## src/logic/ufet_pkg.sv

```systemverilog
// Package with register map, field positions, reset values and shared types of the serial port.
package ufet_pkg;

  // Register byte offsets on the Avalon-MM slave.
  localparam logic [4:0] OFS_STATUS   = 5'h00;
  localparam logic [4:0] OFS_CONTROL1 = 5'h04;
  localparam logic [4:0] OFS_CONTROL2 = 5'h08;
  localparam logic [4:0] OFS_DATA     = 5'h0C;
  localparam logic [4:0] OFS_BAUD     = 5'h10;

  // Field positions in serial_control_one.
  localparam int C1_GLOBAL_EN  = 7;
  localparam int C1_WORD_LEN   = 6;
  localparam int C1_PARITY_EN  = 5;
  localparam int C1_PARITY_ODD = 4;
  localparam int C1_STOP_TWO   = 3;
  localparam int C1_ADDR_DET   = 2;
  localparam int C1_BREAK      = 1;
  localparam int C1_NINTH      = 0;

  // Field positions in serial_control_two.
  localparam int C2_TX_EN  = 7;
  localparam int C2_RX_EN  = 6;
  localparam int C2_SPEED  = 5;
  localparam int C2_TE_IE  = 0;

  // Field positions in serial_status_register.
  localparam int ST_LINE     = 8;
  localparam int ST_PAR_ERR  = 7;
  localparam int ST_NOISE    = 6;
  localparam int ST_FRAME    = 5;
  localparam int ST_OVERRUN  = 4;
  localparam int ST_RX_IDLE  = 3;
  localparam int ST_RX_AVAIL = 2;
  localparam int ST_TX_IDLE  = 1;
  localparam int ST_TX_EMPTY = 0;

  // Reset values: 8 data bits, no parity, one stop bit, everything off.
  localparam logic [7:0] RST_CONTROL1 = 8'h00;
  localparam logic [7:0] RST_CONTROL2 = 8'h00;
  localparam logic [7:0] RST_BAUD     = 8'h00;

  // Baud prescale in low and high speed modes, and break length in bits.
  localparam logic [5:0] PRE_LOW_MAX  = 6'h3F;
  localparam logic [5:0] PRE_HIGH_MAX = 6'h0F;
  localparam logic [3:0] BREAK_BITS   = 4'hD;
  localparam logic [3:0] LEN_EIGHT    = 4'h8;
  localparam logic [3:0] LEN_NINE     = 4'h9;

  // Transmit engine states.
  typedef enum logic [4:0] {
    TX_IDLE  = 5'b00001,
    TX_START = 5'b00010,
    TX_DATA  = 5'b00100,
    TX_STOP  = 5'b01000,
    TX_BREAK = 5'b10000
  } ufet_tx_state_e;

  // One Avalon-MM request as seen by the slave.
  typedef struct packed {
    logic        read;
    logic        write;
    logic [4:0]  address;
    logic [3:0]  byteenable;
    logic [31:0] writedata;
  } ufet_bus_req_s;

  // Frame format used by the transmit path.
  typedef struct packed {
    logic word_nine;
    logic parity_en;
    logic parity_odd;
    logic stop_two;
  } ufet_format_s;

endpackage

```

## src/logic/ufet_baud_gen.sv

```systemverilog
// Baud generator: prescaler of 16 or 64 followed by an 8-bit divisor counter.
`timescale 1ns/1ps
module ufet_baud_gen
  import ufet_pkg::*;
#(
  parameter int DIV_W = 8
) (
  // Clock, reset and enable.
  input  wire logic             clk,
  input  wire logic             arst_n,
  input  wire logic             ce,
  // Control.
  input  wire logic             run,
  input  wire logic             restart,
  input  wire logic             speed,
  input  wire logic [DIV_W-1:0] divisor,
  // One pulse per bit period.
  output logic                  tick
);

  logic [5:0]       pre;
  logic [DIV_W-1:0] div;
  logic [5:0]       pre_max;

  assign pre_max = speed ? PRE_HIGH_MAX : PRE_LOW_MAX;
  assign tick    = run && !restart && (pre == pre_max) && (div == divisor);

  // Counters count up to the prescale limit and the divisor, then return to zero; run low or restart clears them.
  always_ff @(posedge clk or negedge arst_n) begin
    if (!arst_n) begin
      pre <= '0;
      div <= '0;
    end else if (ce) begin
      if (!run || restart) begin
        pre <= '0;
        div <= '0;
      end else if (pre == pre_max) begin
        pre <= '0;
        div <= (div == divisor) ? '0 : div + 1'b1;
      end else begin
        pre <= pre + 6'h01;
      end
    end
  end

endmodule

```

## src/logic/ufet_pin_sync.sv

```systemverilog
// Three-stage synchroniser for a pin input; a change counts when stages two and three agree.
`timescale 1ns/1ps
module ufet_pin_sync (
  // Clock, reset and enable.
  input  wire logic clk,
  input  wire logic arst_n,
  input  wire logic ce,
  // Pin and filtered level.
  input  wire logic pin,
  output logic      level
);

  logic [2:0] stage;

  always_ff @(posedge clk or negedge arst_n) begin
    if (!arst_n) begin
      stage <= 3'h7;
    end else if (ce) begin
      stage <= {stage[1:0], pin};
    end
  end

  always_ff @(posedge clk or negedge arst_n) begin
    if (!arst_n) begin
      level <= 1'b1;
    end else if (ce && (stage[1] == stage[2])) begin
      level <= stage[2];
    end
  end

endmodule

```

## src/logic/ufet_uart.sv

```systemverilog
// Serial port top: Avalon-MM registers, frame format, enable control and transmit path.
//
// The address map and the Avalon-MM register port were decided locally.
`timescale 1ns/1ps
module ufet_uart
  import ufet_pkg::*;
#(
  parameter int DIV_W = 8
) (
  // Clock, reset and enable.
  input  wire logic        CLK,
  input  wire logic        ARST_N,
  input  wire logic        CE,
  // Avalon-MM slave.
  input  wire logic [4:0]  AVS_ADDRESS,
  input  wire logic        AVS_READ,
  input  wire logic        AVS_WRITE,
  input  wire logic [3:0]  AVS_BYTEENABLE,
  input  wire logic [31:0] AVS_WRITEDATA,
  output logic [31:0]      AVS_READDATA,
  output logic             AVS_WAITREQUEST,
  // Serial pins.
  output logic             SERIAL_OUT_PIN,
  output logic             SERIAL_OUT_OE,
  input  wire logic        SERIAL_IN_PIN,
  output logic             SERIAL_IN_ACTIVE,
  // Shared interrupt request.
  output logic             IRQ
);

  ////////////////////////////////////////////////////////////////////////////////
  // Bus request and handshake.
  ufet_bus_req_s  req;
  logic           ack;
  logic           take;
  logic           wr_ctrl1;
  logic           wr_ctrl2;
  logic           wr_data;
  logic           wr_baud;
  logic           rd_status;

  assign req.read       = AVS_READ;
  assign req.write      = AVS_WRITE;
  assign req.address    = AVS_ADDRESS;
  assign req.byteenable = AVS_BYTEENABLE;
  assign req.writedata  = AVS_WRITEDATA;

  // Every request is answered one cycle after it appears.
  assign AVS_WAITREQUEST = (req.read || req.write) && !ack;
  assign take            = CE && (req.read || req.write) && !ack;

  assign wr_ctrl1  = take && req.write && req.byteenable[0] && (req.address == OFS_CONTROL1);
  assign wr_ctrl2  = take && req.write && req.byteenable[0] && (req.address == OFS_CONTROL2);
  assign wr_data   = take && req.write && req.byteenable[0] && (req.address == OFS_DATA);
  assign wr_baud   = take && req.write && req.byteenable[0] && (req.address == OFS_BAUD);
  assign rd_status = take && req.read && (req.address == OFS_STATUS);

  always_ff @(posedge CLK or negedge ARST_N) begin
    if (!ARST_N) begin
      ack <= 1'b0;
    end else if (CE) begin
      ack <= (req.read || req.write) && !ack;
    end
  end

  ////////////////////////////////////////////////////////////////////////////////
  // Control registers.
  logic [7:0]       control1;
  logic [7:0]       control2;
  logic [DIV_W-1:0] baud_divisor;
  logic             port_global_enable;
  logic             transmit_enable;
  logic             send_break_bit;
  logic             transmit_empty_irq_enable;
  ufet_format_s     fmt;
  logic             next_global;

  assign port_global_enable        = control1[C1_GLOBAL_EN];
  assign send_break_bit            = control1[C1_BREAK];
  assign transmit_enable           = control2[C2_TX_EN];
  assign transmit_empty_irq_enable = control2[C2_TE_IE];
  assign fmt.word_nine  = control1[C1_WORD_LEN];
  assign fmt.parity_en  = control1[C1_PARITY_EN];
  assign fmt.parity_odd = control1[C1_PARITY_ODD];
  assign fmt.stop_two   = control1[C1_STOP_TWO];
  assign next_global    = wr_ctrl1 ? req.writedata[C1_GLOBAL_EN] : port_global_enable;

  // Format bits survive a disable; only the break bit is cleared by it.
  always_ff @(posedge CLK or negedge ARST_N) begin
    if (!ARST_N) begin
      control1 <= RST_CONTROL1;
    end else if (CE) begin
      if (wr_ctrl1) begin
        control1 <= req.writedata[7:0];
      end
      if (!next_global) begin
        control1[C1_BREAK] <= 1'b0;
      end
    end
  end

  // Transmit and receive enables cannot stand while the port is disabled.
  always_ff @(posedge CLK or negedge ARST_N) begin
    if (!ARST_N) begin
      control2 <= RST_CONTROL2;
    end else if (CE) begin
      if (wr_ctrl2) begin
        control2 <= req.writedata[7:0];
      end
      if (!next_global) begin
        control2[C2_TX_EN] <= 1'b0;
        control2[C2_RX_EN] <= 1'b0;
      end
    end
  end

  always_ff @(posedge CLK or negedge ARST_N) begin
    if (!ARST_N) begin
      baud_divisor <= RST_BAUD[DIV_W-1:0];
    end else if (CE && wr_baud) begin
      baud_divisor <= req.writedata[DIV_W-1:0];
    end
  end

  ////////////////////////////////////////////////////////////////////////////////
  // Frame builder: ninth bit from control, parity in the last data position.
  function automatic logic [8:0] build_frame(input logic [7:0] data, input logic ninth,
                                             input ufet_format_s f);
    logic [8:0] w;
    w = {ninth, data};
    if (f.parity_en && f.word_nine) begin
      w[8] = (^data) ^ f.parity_odd;
    end else if (f.parity_en) begin
      w[7] = (^data[6:0]) ^ f.parity_odd;
    end
    return w;
  endfunction

  ////////////////////////////////////////////////////////////////////////////////
  // Holding register, shift register and transmit state.
  ufet_tx_state_e state;
  ufet_tx_state_e next_state;
  logic [7:0]     holding;
  logic           hold_full;
  logic [8:0]     transmit_shift_register;
  logic [3:0]     bit_cnt;
  logic           tick;
  logic           tx_live;
  logic           load;
  logic           break_start;
  logic           frame_done;
  logic           accept_data;
  logic [3:0]     frame_len;
  logic           armed;
  logic           transmit_empty_flag;
  logic           transmit_idle_flag;
  logic           receive_idle_flag;
  logic           rx_errs_clear;
  logic           line_level;

  assign tx_live     = port_global_enable && transmit_enable;
  assign frame_len   = fmt.word_nine ? LEN_NINE : LEN_EIGHT;
  assign accept_data = wr_data && transmit_empty_flag && !hold_full;
  assign break_start = tx_live && send_break_bit && (state == TX_IDLE);
  assign load        = tx_live && hold_full && !send_break_bit &&
                       ((state == TX_IDLE) || frame_done);
  assign frame_done  = tick && (state == TX_STOP) && (!fmt.stop_two || bit_cnt[0]);

  // Holding register; its full flag is cleared on disable so residual data is dropped.
  always_ff @(posedge CLK or negedge ARST_N) begin
    if (!ARST_N) begin
      holding   <= '0;
      hold_full <= 1'b0;
    end else if (CE) begin
      if (!port_global_enable) begin
        hold_full <= 1'b0;
      end else if (accept_data) begin
        holding   <= req.writedata[7:0];
        hold_full <= 1'b1;
      end else if (load) begin
        hold_full <= 1'b0;
      end
    end
  end

  // Transmit sequencer.
  always_comb begin
    next_state = state;
    case (state)
      TX_IDLE: begin
        if (break_start) begin
          next_state = TX_START;
        end else if (load) begin
          next_state = TX_START;
        end
      end
      TX_START: begin
        if (tick) begin
          next_state = send_break_bit ? TX_BREAK : TX_DATA;
        end
      end
      TX_DATA: begin
        if (tick && (bit_cnt == frame_len - 4'h1)) begin
          next_state = TX_STOP;
        end
      end
      TX_BREAK: begin
        if (tick && (bit_cnt == BREAK_BITS - 4'h1) && !send_break_bit) begin
          next_state = TX_STOP;
        end
      end
      TX_STOP: begin
        if (load) begin
          next_state = TX_START;
        end else if (frame_done) begin
          next_state = TX_IDLE;
        end
      end
      default: begin
        next_state = TX_IDLE;
      end
    endcase
  end

  always_ff @(posedge CLK or negedge ARST_N) begin
    if (!ARST_N) begin
      state <= TX_IDLE;
    end else if (CE) begin
      state <= tx_live ? next_state : TX_IDLE;
    end
  end

  // Bit counter restarts at every state change.
  always_ff @(posedge CLK or negedge ARST_N) begin
    if (!ARST_N) begin
      bit_cnt <= '0;
    end else if (CE) begin
      if (!tx_live || (next_state != state)) begin
        bit_cnt <= '0;
      end else if (tick && (state == TX_BREAK) && (bit_cnt == BREAK_BITS - 4'h1)) begin
        bit_cnt <= '0;
      end else if (tick) begin
        bit_cnt <= bit_cnt + 4'h1;
      end
    end
  end

  // Shift register goes out least significant bit first.
  always_ff @(posedge CLK or negedge ARST_N) begin
    if (!ARST_N) begin
      transmit_shift_register <= '1;
    end else if (CE) begin
      if (!tx_live) begin
        transmit_shift_register <= '1;
      end else if (load) begin
        transmit_shift_register <= build_frame(holding, control1[C1_NINTH], fmt);
      end else if (tick && (state == TX_DATA)) begin
        transmit_shift_register <= {1'b1, transmit_shift_register[8:1]};
      end
    end
  end

  ufet_baud_gen #(
    .DIV_W   (DIV_W)
  ) u_baud (
    .clk     (CLK),
    .arst_n  (ARST_N),
    .ce      (CE),
    .run     (tx_live && (state != TX_IDLE)),
    .restart (state == TX_IDLE),
    .speed   (control2[C2_SPEED]),
    .divisor (baud_divisor),
    .tick    (tick)
  );

  ////////////////////////////////////////////////////////////////////////////////
  // Serial output pin.
  always_ff @(posedge CLK or negedge ARST_N) begin
    if (!ARST_N) begin
      SERIAL_OUT_PIN <= 1'b1;
    end else if (CE) begin
      case (tx_live ? next_state : TX_IDLE)
        TX_START: SERIAL_OUT_PIN <= 1'b0;
        TX_BREAK: SERIAL_OUT_PIN <= 1'b0;
        TX_DATA: begin
          SERIAL_OUT_PIN <= (state == TX_DATA) ?
                            ((tick) ? transmit_shift_register[1] : transmit_shift_register[0]) :
                            transmit_shift_register[0];
        end
        default: SERIAL_OUT_PIN <= 1'b1;
      endcase
    end
  end

  assign SERIAL_OUT_OE    = tx_live;
  assign SERIAL_IN_ACTIVE = port_global_enable && control2[C2_RX_EN];

  ufet_pin_sync u_in_sync (
    .clk    (CLK),
    .arst_n (ARST_N),
    .ce     (CE),
    .pin    (SERIAL_IN_PIN),
    .level  (line_level)
  );

  ////////////////////////////////////////////////////////////////////////////////
  // Status flags and the status-read then data-write clear sequence.
  always_ff @(posedge CLK or negedge ARST_N) begin
    if (!ARST_N) begin
      armed <= 1'b0;
    end else if (CE) begin
      if (rd_status) begin
        armed <= 1'b1;
      end else if (wr_data) begin
        armed <= 1'b0;
      end
    end
  end

  always_ff @(posedge CLK or negedge ARST_N) begin
    if (!ARST_N) begin
      transmit_empty_flag <= 1'b1;
    end else if (CE) begin
      if (!port_global_enable || load) begin
        transmit_empty_flag <= 1'b1;
      end else if (accept_data && armed) begin
        transmit_empty_flag <= 1'b0;
      end
    end
  end

  always_ff @(posedge CLK or negedge ARST_N) begin
    if (!ARST_N) begin
      transmit_idle_flag <= 1'b1;
    end else if (CE) begin
      if (!port_global_enable || frame_done) begin
        transmit_idle_flag <= 1'b1;
      end else if (accept_data && armed) begin
        transmit_idle_flag <= 1'b0;
      end
    end
  end

  // No receiver is built; its flags hold their disabled values.
  assign receive_idle_flag = 1'b1;
  assign rx_errs_clear     = 1'b0;

  assign IRQ = transmit_empty_flag && transmit_empty_irq_enable;

  ////////////////////////////////////////////////////////////////////////////////
  // Read data, registered at the answering edge.
  always_ff @(posedge CLK or negedge ARST_N) begin
    if (!ARST_N) begin
      AVS_READDATA <= '0;
    end else if (take && req.read) begin
      AVS_READDATA <= '0;
      case (req.address)
        OFS_STATUS: begin
          AVS_READDATA[ST_LINE]     <= line_level;
          AVS_READDATA[ST_PAR_ERR]  <= rx_errs_clear;
          AVS_READDATA[ST_NOISE]    <= rx_errs_clear;
          AVS_READDATA[ST_FRAME]    <= rx_errs_clear;
          AVS_READDATA[ST_OVERRUN]  <= rx_errs_clear;
          AVS_READDATA[ST_RX_IDLE]  <= receive_idle_flag;
          AVS_READDATA[ST_RX_AVAIL] <= rx_errs_clear;
          AVS_READDATA[ST_TX_IDLE]  <= transmit_idle_flag;
          AVS_READDATA[ST_TX_EMPTY] <= transmit_empty_flag;
        end
        OFS_CONTROL1: AVS_READDATA[7:0] <= control1;
        OFS_CONTROL2: AVS_READDATA[7:0] <= control2;
        OFS_BAUD:     AVS_READDATA[DIV_W-1:0] <= baud_divisor;
        default:      AVS_READDATA <= '0;
      endcase
    end
  end

  ////////////////////////////////////////////////////////////////////////////////
  // Assertions.
  AST_IDLE_HIGH: assert property (@(posedge CLK) disable iff (!ARST_N)
    (state == TX_IDLE) && $past(state == TX_IDLE) |-> SERIAL_OUT_PIN)
    else $error("Output not high while idle.");
  AST_DISABLE: assert property (@(posedge CLK) disable iff (!ARST_N)
    CE && !port_global_enable |=> transmit_empty_flag && transmit_idle_flag && !transmit_enable)
    else $error("Disable did not reset flags.");
  AST_START_LOW: assert property (@(posedge CLK) disable iff (!ARST_N)
    $rose(state == TX_START) |-> !SERIAL_OUT_PIN)
    else $error("Start bit not low.");
  AST_WRITE_BLOCK: assert property (@(posedge CLK) disable iff (!ARST_N)
    wr_data && !transmit_empty_flag |=> $stable(holding))
    else $error("Write accepted while not empty.");
  AST_RELOAD: assert property (@(posedge CLK) disable iff (!ARST_N)
    $rose(state == TX_START) |-> $past(state == TX_IDLE) || $past(state == TX_STOP))
    else $error("Frame started mid-frame.");
  AST_TX_OFF: assert property (@(posedge CLK) disable iff (!ARST_N)
    CE && !transmit_enable |-> !SERIAL_OUT_OE ##1 (state == TX_IDLE))
    else $error("Transmitter not reset.");
  AST_EMPTY_CLR: assert property (@(posedge CLK) disable iff (!ARST_N)
    $fell(transmit_empty_flag) |-> $past(armed) && $past(wr_data))
    else $error("Empty flag cleared without sequence.");
  AST_IDLE_SET: assert property (@(posedge CLK) disable iff (!ARST_N)
    CE && frame_done |=> transmit_idle_flag)
    else $error("Idle flag not set at frame end.");
  AST_STOP_HIGH: assert property (@(posedge CLK) disable iff (!ARST_N)
    (state == TX_STOP) && $past(state == TX_STOP) |-> SERIAL_OUT_PIN)
    else $error("Stop bit not high.");

endmodule

```

## config.mk

```make
export PLATFORM = sky130hd
export DESIGN_NAME = ufet_uart
export DESIGN_NICKNAME = d
export VERILOG_FILES = /design/src/logic/ufet_pkg.sv /design/src/logic/ufet_baud_gen.sv /design/src/logic/ufet_pin_sync.sv /design/src/logic/ufet_uart.sv
export SDC_FILE = /design/constraint.sdc
export NUM_CORES = 1
export LEC_CHECK = 0
export BUFFER_PORTS_ARGS = -buffer_cell sky130_fd_sc_hd__buf_2
export CORE_MARGIN = 2
export CORE_UTILIZATION = 51
export DETAILED_ROUTE_END_ITERATION = 8
export GPL_TIMING_DRIVEN = 0
export PLACE_DENSITY = 0.77
export SYNTH_ARGS = -nofsm -noshare
export SYNTH_HDL_FRONTEND = slang
export SYNTH_SLANG_ARGS = --single-unit
```

## constraint.sdc

```tcl
create_clock -name CLK -period 2.5 [get_ports CLK]
set_clock_uncertainty 0.2 [all_clocks]
set_input_delay 0.125 -clock CLK [delete_from_list [all_inputs] [get_ports CLK]]
set_output_delay 0.125 -clock CLK [all_outputs]
set_load 0.05 [all_outputs]
```

# Word-level counts from Yosys, hierarchy flattened
# Cells that the tools add are included.
# op_classes
add_sub_neg	4
div_mod_pow	0
n_shift	0
n_bitwise	2
n_eq_ne	23
n_lt_le_gt_ge	0
muxes	44
n_mul	0
reduce_logical	73
# op_table
op	n
$mux 5	9
$logic_and 1x1->1	37
$mux 8	4
$pmux 8 s4	1
$mux 9	3
$pmux 5 s5	1
$reduce_and 2->1	11
$mux 6	3
$mux 1	17
$eq 5x3->1 const B	3
$eq 5x4->1 const B	3
$eq 5x5->1 const B	3
$mux 4	3
$eq 5x2->1 const B	2
$add 8x1->8 const B	1
$eq 8x8->1	1
$logic_not 1->1	8
$reduce_bool 2->1	4
$reduce_xor 8->1	1
$logic_or 1x1->1	7
$reduce_xor 7->1	1
$add 6x1->6 const B	1
$eq 6x6->1	1
$ne 3x1->1 const B	2
other kinds (16)	19
# totals
latchBits	0
mem_bits_rw	0
word_cells	166
in_bits	47
memories	0
romBits	0
register_bits	83
out_inout_bits	37

# Longest topological paths before layout
# Gate-level depths: netlist of run 1.
# logic_depth
depth_word	16
depth_mapped	9
depth_no_buf	9

# Hierarchy
# From an unflattened synthesis of run 1, not the netlist that was laid out.
# hier_totals
hier_cells	490
area_unflattened_um2	4909.7
# by_module_without_submodules
mod	seq_area_each_um2	area_per_inst_um2	n_inst	cells_per_inst
ufet_uart	1642.8	3786.1	1	379
ufet_baud_gen	350.3	963.4	1	99
ufet_pin_sync	105.1	160.2	1	12

# Worst setup path after synthesis of run 1
# Ideal clock, no wire load.
# synth_timing
kind	register -> register
start	register control1[7]
end	register transmit_shift_register[0]
setup_time_ns	0.082
synth_period_minus_slack_ns	2.484
path_slack_ns	0.016
stages_incl_launch_ff	7
required_time_ns	2.218
path_buffers	0
t_arrival_ns	2.202
cell_sequence	dfrtp_1 nand2_1 clkinv_1 nand2_1 nor3_2 o31ai_4 mux2_2
# synth_via
elab_chain_len	11
elab_cells_between_ends	16
classes_between	1 x eq/ne; 2 x mux; 13 x reduce/logical
# synth_rtl
item	line	rtl
from (decl)	ufet_uart.sv:68	logic [7:0] control1;
from (signal assigned)	ufet_uart.sv:94	control1 <= req.writedata[7:0];
$logic_and 1x1->1 *	ufet_uart.sv:161	assign tx_live = port_global_enable && transmit_enable;
via SERIAL_OUT_OE	ufet_uart.sv:24	output logic SERIAL_OUT_OE,
$logic_and 1x1->1	ufet_uart.sv:269	.run (tx_live && (state != TX_IDLE)),
$logic_and 1x1->1 (3 in a row)	ufet_baud_gen.sv:26	assign tick = run && !restart && (pre == pre_max) && (div == divisor);
$logic_and 1x1->1 (2 in a row)	ufet_uart.sv:167	assign frame_done = tick && (state == TX_STOP) && (!fmt.stop_two || bit_cnt[0]);
$logic_or 1x1->1	ufet_uart.sv:166	((state == TX_IDLE) || frame_done);
$logic_and 1x1->1	ufet_uart.sv:165	assign load = tx_live && hold_full && !send_break_bit &&
$ne 3x1->1 (no line) / $mux 9 (equally long branches)	n/a	
$reduce_and 2->1 (no line) / $mux 9 (equally long branches)	n/a	
to (signal assigned)	ufet_uart.sv:256	transmit_shift_register <= build_frame(holding, control1[C1_NINTH], fmt);
to (signal assigned)	ufet_uart.sv:258	transmit_shift_register <= {1'b1, transmit_shift_register[8:1]};
to (decl)	ufet_uart.sv:145	logic [8:0] transmit_shift_register;
# The timed path passes the listed nets; every way through them passes the cells marked *.
# A chain may end at the register's enable or synchronous reset.

# Worst setup path in the final report of run 1
# layout_timing
start	register u_baud.div[4]
end	register state[2]
# layout_via
elab_chain_len	10
elab_cells_between_ends	18
classes_between	1 x eq/ne; 9 x mux; 8 x reduce/logical
# layout_rtl
item	line	rtl
from (decl)	ufet_baud_gen.sv:22	logic [DIV_W-1:0] div;
from (signal assigned)	ufet_baud_gen.sv:39	div <= (div == divisor) ? '0 : div + 1'b1;
$eq 8x8->1 *	ufet_baud_gen.sv:26	
$logic_and 1x1->1 *	ufet_baud_gen.sv:26	
$logic_and 1x1->1 (2 in a row)	ufet_uart.sv:167	
$logic_or 1x1->1	ufet_uart.sv:166	
$logic_and 1x1->1	ufet_uart.sv:165	
$mux 5	ufet_uart.sv:193	end else if (load) begin
$mux 5	ufet_uart.sv:191	if (break_start) begin
$pmux 5 s5 *	ufet_uart.sv:189	case (state)
$mux 5 *	ufet_uart.sv:229	state <= tx_live ? next_state : TX_IDLE;
to (signal assigned)	ufet_uart.sv:229	
to (decl)	ufet_uart.sv:141	ufet_tx_state_e state;
# Mark *: on every way between the ends. The rest lies on a longest branch, timed or not.

==> impl_metrics.toml, run 1 <==
[synth]
syn_inst = 468
synthFlopType = "sky130_fd_sc_hd__dfrtp_1"
synth-seq-cells = 83
async_flop_share_pct = 100
post_synth_fa_ha_maj_area_fraction_pct = 1.28
mux_share_of_post_synthesis_cell_area_pct = 11.5
synth_top_family_by_area = "compound AO/OA/AOI/OAI gates"
synth_edf_count = 0
synth_seq_area_share_pct = 44.8
syn_avg_cell_area_sq_um = 10.0
synth_compound_area_share_pct = 16.0
xor_and_xnor_area_share_after_synthesis_pct = 3.55
yosys.area_share.simple_pct = 15.8
yosys_warnings = 0
syn_area_sq_um = 4680
netlist-cell-type-count = 70

[layout]
final_layout_size_suffix_gt1_share_pct = 35.7
antennaDiodeCount = 0
design.final.nets = 621
final-instance-count-excl-fill = 683
flow.area_growth_from_synthesis_pct = 24.2
finalCoreUtilization_pct = 66.0
fin_area_sq_um = 5820

[clocking]
worstSkewPairLatency_ns = 0.38
numClockSinks = 83
ctsHtreeMaxLevel = 3
clockRootBuffer = "sky130_fd_sc_hd__clkbuf_8"
clk_pin_slew_worst_paths_ns = 0.09
clk_path_buf_depth = 2
cts_buffers = 9
tritoncts = "yes"

[floorplanning]
fp.dieW_microns = 99.8
overall_die_area_sq_um = 9960
floorplan.initialDensity_pct = 53.2
die-height_microns = 99.8
ios = 84
floorplan.rows = 34
design.core.area_sq_um = 8810

[detailed_routing]
vias = 4004
post-route-drc-count = 0
drt_iter0_markers = 247
post_drt_wl_per_cell_microns = 17.2
wirelength_mm = 11.7
drt-pass1-iter-count = 5
count_of_antenna_violating_nets_left_after_detailed_routing = 0
avgViaCountPerCell = 5.86

[sta]
timing.slew.headroom_pct = 27.6
grt_setup_unrepaired = "true"
fin_worst_hold_slack_ns = 0.0167
timing_max_transition_violations_final = 0
fin_crit_sh_pct = 105
tns_ns = -0.792
setup_slack_ns = -0.121
layout_min_cycle_time_ns = 2.62
clock.fmax_mhz = 381
finalHoldViolations = 0
setup_violating_endpoint_count_in_the_final_report = 12
worstMarginPinSlew_ns = 1.08

[power_and_ir_drop]
peakVddDrop_mv = 0.362
p_leak_nw = 2.68
power.density_nw_per_um2 = 491

[placement]
place_congestion = 0.893
dpl.cell_count = 631
dp_hpwl_mm = 8.01
placement.cell_area_sq_um = 5090
port-buffer-count = 32

[worst_setup_path]
crit_path_start = "u_baud.div[4]"
cp.arrival_ns = 2.68
path_class = "reg2reg"
critical_path.endpoint_type = "register"
crit_fanout = 5
setup.worst_path.start_class = "register"
regToRegStartpoint = "u_baud.div[4]"
required_ns = 2.56

[worst_hold_path]
hold_path.startpoint = "CE"
hold_crit_class = "in2reg"

[grt]
grt-ovfl-total = 0
first_pass_grt_wire_length_mm = 18.8
first_global_vias = 3750
grt_antenna_before_repair = 0
pin_count_of_the_biggest_net_entering_global_routing = 46
total_routing_resource_utilization_after_global_routing_pct = 23.9

[status]
failing_checks = "setup timing"
status = "finished, violations left"

[job]
timing.max_cap.violations = 0
[per-stage QoR]
| stage | power, mW | worst slack, ns |
|---|---|---|
| after global routing | 2.96 | -0.200 |
| after detailed placement | 1.83 | -0.304 |
| after floorplan | 1.72 | 0.0162 |
| final | 2.85 | -0.121 |
| after global placement | 1.82 | -0.203 |
| after CTS | 2.85 | -0.0102 |
[metal layers]
layer  vias to the layer above  global-route usage, %  part of all wire (%)  wire [microns]
met1                      1962                   33.2                    43            5050
met4                         0                   6.74                   2.0             233
li1                       1844                      -                     -               -
met5                         -                      0                     0               0
met2                       172                   39.3                    48            5650
met3                        26                   3.69                   6.7             784
[cell usage in the layout (no fill, tap or decap), types with 6 or more instances in the layout]
| cell | synthesis | final |
|---|---|---|
| sky130_fd_sc_hd__dfrtp_1 | 66 | 60 |
| sky130_fd_sc_hd__buf_4 | 23 | 44 |
| sky130_fd_sc_hd__nand2_1 | 47 | 42 |
| sky130_fd_sc_hd__mux2_2 | 39 | 39 |
| sky130_fd_sc_hd__buf_2 | 7 | 37 |
| sky130_fd_sc_hd__o21ai_0 | 37 | 37 |
| sky130_fd_sc_hd__nor2_1 | 32 | 28 |
| sky130_fd_sc_hd__conb_1 | 1 | 23 |
| sky130_fd_sc_hd__inv_1 | 22 | 22 |
| sky130_fd_sc_hd__dfstp_2 | 17 | 17 |
| sky130_fd_sc_hd__dlygate4sd3_1 | 0 | 14 |
| sky130_fd_sc_hd__nand3_1 | 14 | 12 |
| sky130_fd_sc_hd__a21oi_1 | 12 | 11 |
| sky130_fd_sc_hd__mux2i_1 | 10 | 10 |
| sky130_fd_sc_hd__clkbuf_8 | 0 | 9 |
| sky130_fd_sc_hd__and2_1 | 8 | 8 |
| sky130_fd_sc_hd__nand4_1 | 8 | 8 |
| sky130_fd_sc_hd__xnor2_1 | 8 | 8 |
| sky130_fd_sc_hd__a222oi_1 | 8 | 8 |
| sky130_fd_sc_hd__xor2_1 | 11 | 7 |
| sky130_fd_sc_hd__a31oi_1 | 7 | 6 |
| sky130_fd_sc_hd__dfrtp_2 | 0 | 6 |
[cell usage after synthesis (all sizes together) (2+ instances only)]
cell type / n / area (sq um)
a21oi: 14 / 85.1
nor4: 5 / 67.6
nor2: 32 / 120
xor2: 11 / 96.3
dfstp: 17 / 447
mux2: 39 / 439
a32o: 3 / 30.0
buf: 32 / 215
a222oi: 8 / 80.1
and3: 5 / 31.3
o2bb2ai: 5 / 43.8
and2: 9 / 56.3
a31oi: 8 / 56.3
a21o: 4 / 32.5
nand2b: 4 / 25.0
ha: 4 / 50.1
nand4: 8 / 50.1
o31ai: 5 / 51.3
nand3: 14 / 70.1
dfrtp: 66 / 1650
o22ai: 5 / 31.3
nand2: 47 / 176
nor3: 6 / 35.0
o311ai: 3 / 26.3
mux2i: 10 / 100
o21ai: 37 / 185
xnor2: 8 / 70.1
clkbuf: 7 / 27.5
a41oi: 2 / 17.5
a211oi: 2 / 15.0
inv: 22 / 82.6
or2: 2 / 12.5
[kinds of logic after synthesis]
family | count (synthesis)
muxes | 49
buffers and inverters | 62
other | 1
and+or+nand+nor | 142
AOI/OAI and AO/OA | 107
DFF | 83
xor gates and xnor gates | 19
adders and majority gates | 5
[state kept, by name (all words and copies together), names as in the netlist]
name and flops:
ack 1, SERIAL_OUT_PIN 1, u_baud.div 8, hold_full 1
control1 8, bit_cnt 4, holding 8, u_in_sync.level 1
control2 8, u_baud.pre 6, armed 1, baud_divisor 8
state 5, transmit_shift_register 9, AVS_READDATA 9, transmit_empty_flag 1
transmit_idle_flag 1, u_in_sync.stage 3
[area by class of cell]
type,instances,area (sq um)
Tap cell,108,135
Inverter,23,86.3
Multi-Input combinational cell,346,2540
Sequential cell,83,2110
Clock buffer,9,124
Timing Repair Buffer,69,497
Buffer,38,245
Fill cell,665,2990
Clock inverter,7,80.1
[worst paths after layout]
check / endpoint / slack (ns) / depth (start not counted)
max in group asynchronous: state[0] / 1.39 / 3
min in group asynchronous: baud_divisor[2] / 0.05 / 2
setup reg to reg: state[2] / -0.12 / 7
hold / removal: transmit_shift_register[8] / 0.02 / 3
hold reg to reg: AVS_READDATA[1] / 0.29 / 2
setup / recovery: state[2] / -0.12 / 7
[power breakdown]
group / internal (mW) / switching, mW
Sequential: 1.40 / 0.0519
Clock: 0.398 / 0.594
Combinational: 0.157 / 0.252
[repair_timing]
action	in CTS	in global routing
setup buffers	12	9
hold buffers	14	0
pin swaps	11	11
resized for setup	16	33
endpoints found under the setup margin	18	26
endpoints found under the hold margin	110	0
gates cloned	1	1
[critical path: stages (launching register included)]
cell and delay, ns:
sky130_fd_sc_hd__dfrtp_2 0.46, sky130_fd_sc_hd__xor2_2 0.20, sky130_fd_sc_hd__nor4_4 0.37, sky130_fd_sc_hd__buf_4 0.18, sky130_fd_sc_hd__and4_4 0.26, sky130_fd_sc_hd__a21oi_2 0.06, sky130_fd_sc_hd__or4b_4 0.55, sky130_fd_sc_hd__a32o_1 0.26
Note: power is estimated with default switching activity, not from simulation.
==> run 2: changes to the inputs <==
--- a/config.mk
+++ b/config.mk
@@ -8,8 +8,7 @@
 export BUFFER_PORTS_ARGS = -buffer_cell sky130_fd_sc_hd__buf_2
 export CORE_MARGIN = 2
-export CORE_UTILIZATION = 51
+export CORE_UTILIZATION = 35
 export DETAILED_ROUTE_END_ITERATION = 8
 export GPL_TIMING_DRIVEN = 0
-export PLACE_DENSITY = 0.77
 export SYNTH_ARGS = -nofsm -noshare
 export SYNTH_HDL_FRONTEND = slang
==> constraint.sdc (replaced) <==
create_clock -name CLK -period 2.5 [get_ports CLK]
set_clock_uncertainty 0.2 [all_clocks]
set_input_delay 0.5 -clock CLK [delete_from_list [all_inputs] [get_ports CLK]]
set_output_delay 0.5 -clock CLK [all_outputs]
set_load 0.05 [all_outputs]
==> impl_metrics.toml, run 2 (synthesis gave the netlist of run 1 again) <==
[floorplanning]
floorplan.rows = 42
design.core.area_sq_um = 13100
fp.dieW_microns = 120
die-height_microns = 120
overall_die_area_sq_um = 14300
ios = 84
floorplan.initialDensity_pct = 35.6

[detailed_routing]
wirelength_mm = 11.7
drt_iter0_markers = 273
post-route-drc-count = 0
post_drt_wl_per_cell_microns = 16.0
drt-pass1-iter-count = 5
vias = 3795
count_of_antenna_violating_nets_left_after_detailed_routing = 0
avgViaCountPerCell = 5.19

[layout]
design.final.nets = 601
finalCoreUtilization_pct = 44.8
flow.area_growth_from_synthesis_pct = 25.7
antennaDiodeCount = 0
final_layout_size_suffix_gt1_share_pct = 36.6
final-instance-count-excl-fill = 731
fin_area_sq_um = 5880
top_regs = "AVS_READDATA (9), transmit_shift_register (9)"
top_library_cells_by_usage_in_the_layout_fill_and_taps_aside = "sky130_fd_sc_hd__dfrtp_1, sky130_fd_sc_hd__nand2_1, sky130_fd_sc_hd__buf_4, sky130_fd_sc_hd__mux2_2, sky130_fd_sc_hd__o21ai_0"
final_common_cell = "sky130_fd_sc_hd__dfrtp_1"

[clocking]
tritoncts = "yes"
numClockSinks = 83
clk_pin_slew_worst_paths_ns = 0.06
clk_path_buf_depth = 2
ctsHtreeMaxLevel = 3
worstSkewPairLatency_ns = 0.35
cts_buffers = 9
clockRootBuffer = "sky130_fd_sc_hd__clkbuf_16"

[sta]
worstMarginPinSlew_ns = 0.830
clock.fmax_mhz = 396
tns_ns = -0.192
grt_setup_unrepaired = "true"
layout_min_cycle_time_ns = 2.52
timing.slew.headroom_pct = 43.8
timing_max_transition_violations_final = 0
setup_slack_ns = -0.0238
fin_crit_sh_pct = 101
finalHoldViolations = 0
setup_violating_endpoint_count_in_the_final_report = 11
fin_worst_hold_slack_ns = 0.184

[worst_setup_path]
crit_top_cell = "sky130_fd_sc_hd__buf_4"
crit_path_cell_trace = "xor2_2, nor4_4, buf_4, nand4_1, buf_4, nor2_4, o21ba_4, o31ai_4, buf_12, mux2_2"
worst_path_max_delay_cell = "sky130_fd_sc_hd__dfrtp_1"
rr_worst_depth = 10
path_class = "reg2reg"
critical_path.n_buffers_inverters = 3
critical_register_to_register_path_endpoint = "transmit_shift_register[6]"
crit_path_start = "u_baud.div[2]"
required_ns = 2.58
crit_path_max_delay_family = "simple AND/OR/NAND/NOR gates"
critical_path.endpoint_type = "register"
crit_fanout = 9
setup.worst_path.start_class = "register"
slowest_delay_ns = 0.46
cp.arrival_ns = 2.60
worst_reg_to_reg_setup_slack_ns = -0.02
regToRegStartpoint = "u_baud.div[2]"

[placement]
dp_hpwl_mm = 8.50
place_congestion = 0.842
dpl.cell_count = 699
placement.cell_area_sq_um = 5170
worst_setup_slack_after_placement_ns = -0.410
port-buffer-count = 32

[status]
failing_checks = "setup timing"
status = "finished, violations left"

[power_and_ir_drop]
peakVddDrop_mv = 0.559
part_of_the_total_power_dissipated_in_combinational_logic_pct = 11.6
power_switching_share_pct = 26.2
share_clk_of_total_power_pct = 44.8
p_leak_nw = 2.66
power_switching_mw = 0.871
p_seq_share_pct = 43.6
power.internal_mw = 2.45
post-layout-total-power_mw = 3.32
power.density_nw_per_um2 = 565

[worst_hold_path]
whs_path_cells = 2
end_point_of_the_worst_hold_path = "u_in_sync.stage[0]"
hold_crit_class = "in2reg"
hold_path.startpoint = "SERIAL_IN_PIN"

[grt]
pin_count_of_the_biggest_net_entering_global_routing = 70
grt-ovfl-total = 0
first_global_vias = 3664
total_routing_resource_utilization_after_global_routing_pct = 17.1
first_pass_grt_wire_length_mm = 19.1
grt_antenna_before_repair = 0

[job]
timing.max_cap.violations = 0
[run 2: layout make-up]
type | count | area, sq um
plain buffers | 37 | 249
clock buffers | 10 | 239
clock inverters | 6 | 95.1
fillers | 1262 | 7250
inverters | 23 | 87.6
multi-input cells | 345 | 2550
flip-flops and latches | 83 | 2100
well taps | 176 | 220
repair buffers | 51 | 340
[run 2: how the worst max path moves through the flow]
stage                                  to  slack [ns]  depth (start not counted)
2_1_floorplan  transmit_shift_register[0]        0.02                          6
3_3_place_gp                  control2[0]       -0.38                          7
3_5_place_dp                   holding[6]       -0.41                          9
4_1_cts                        bit_cnt[3]       -0.02                          8
5_1_grt                    SERIAL_OUT_PIN       -0.10                          7
6_report       transmit_shift_register[6]       -0.02                         10
[run 2: power groups by stage]
stage	combinational, mW	sequential (mW)	clock (mW)
global route	0.419	1.46	1.59
detailed placement	0.366	1.47	0
CTS	0.381	1.45	1.53
global placement	0.353	1.47	0
floorplan	0.262	1.46	0
finish	0.384	1.45	1.49
[run 2: timing repair]
item | in CTS | in global routing
setup buffers | 8 | 12
setup endpoints to repair | 28 | 35
resized for setup | 17 | 35
hold buffers | 1 | 0
pin swaps | 15 | 12
endpoints found under the hold margin | 8 | 0
cloned | 0 | 0
[run 2: per-layer routing]
layer  track usage, %  share of wire (%)  vias to the layer above
li1                 -                  -                     1813
met1             23.5                 46                     1865
met2             26.0                 47                       99
met3             3.99                4.5                       18
met4             6.84                2.2                        0
met5                0                  0                        -
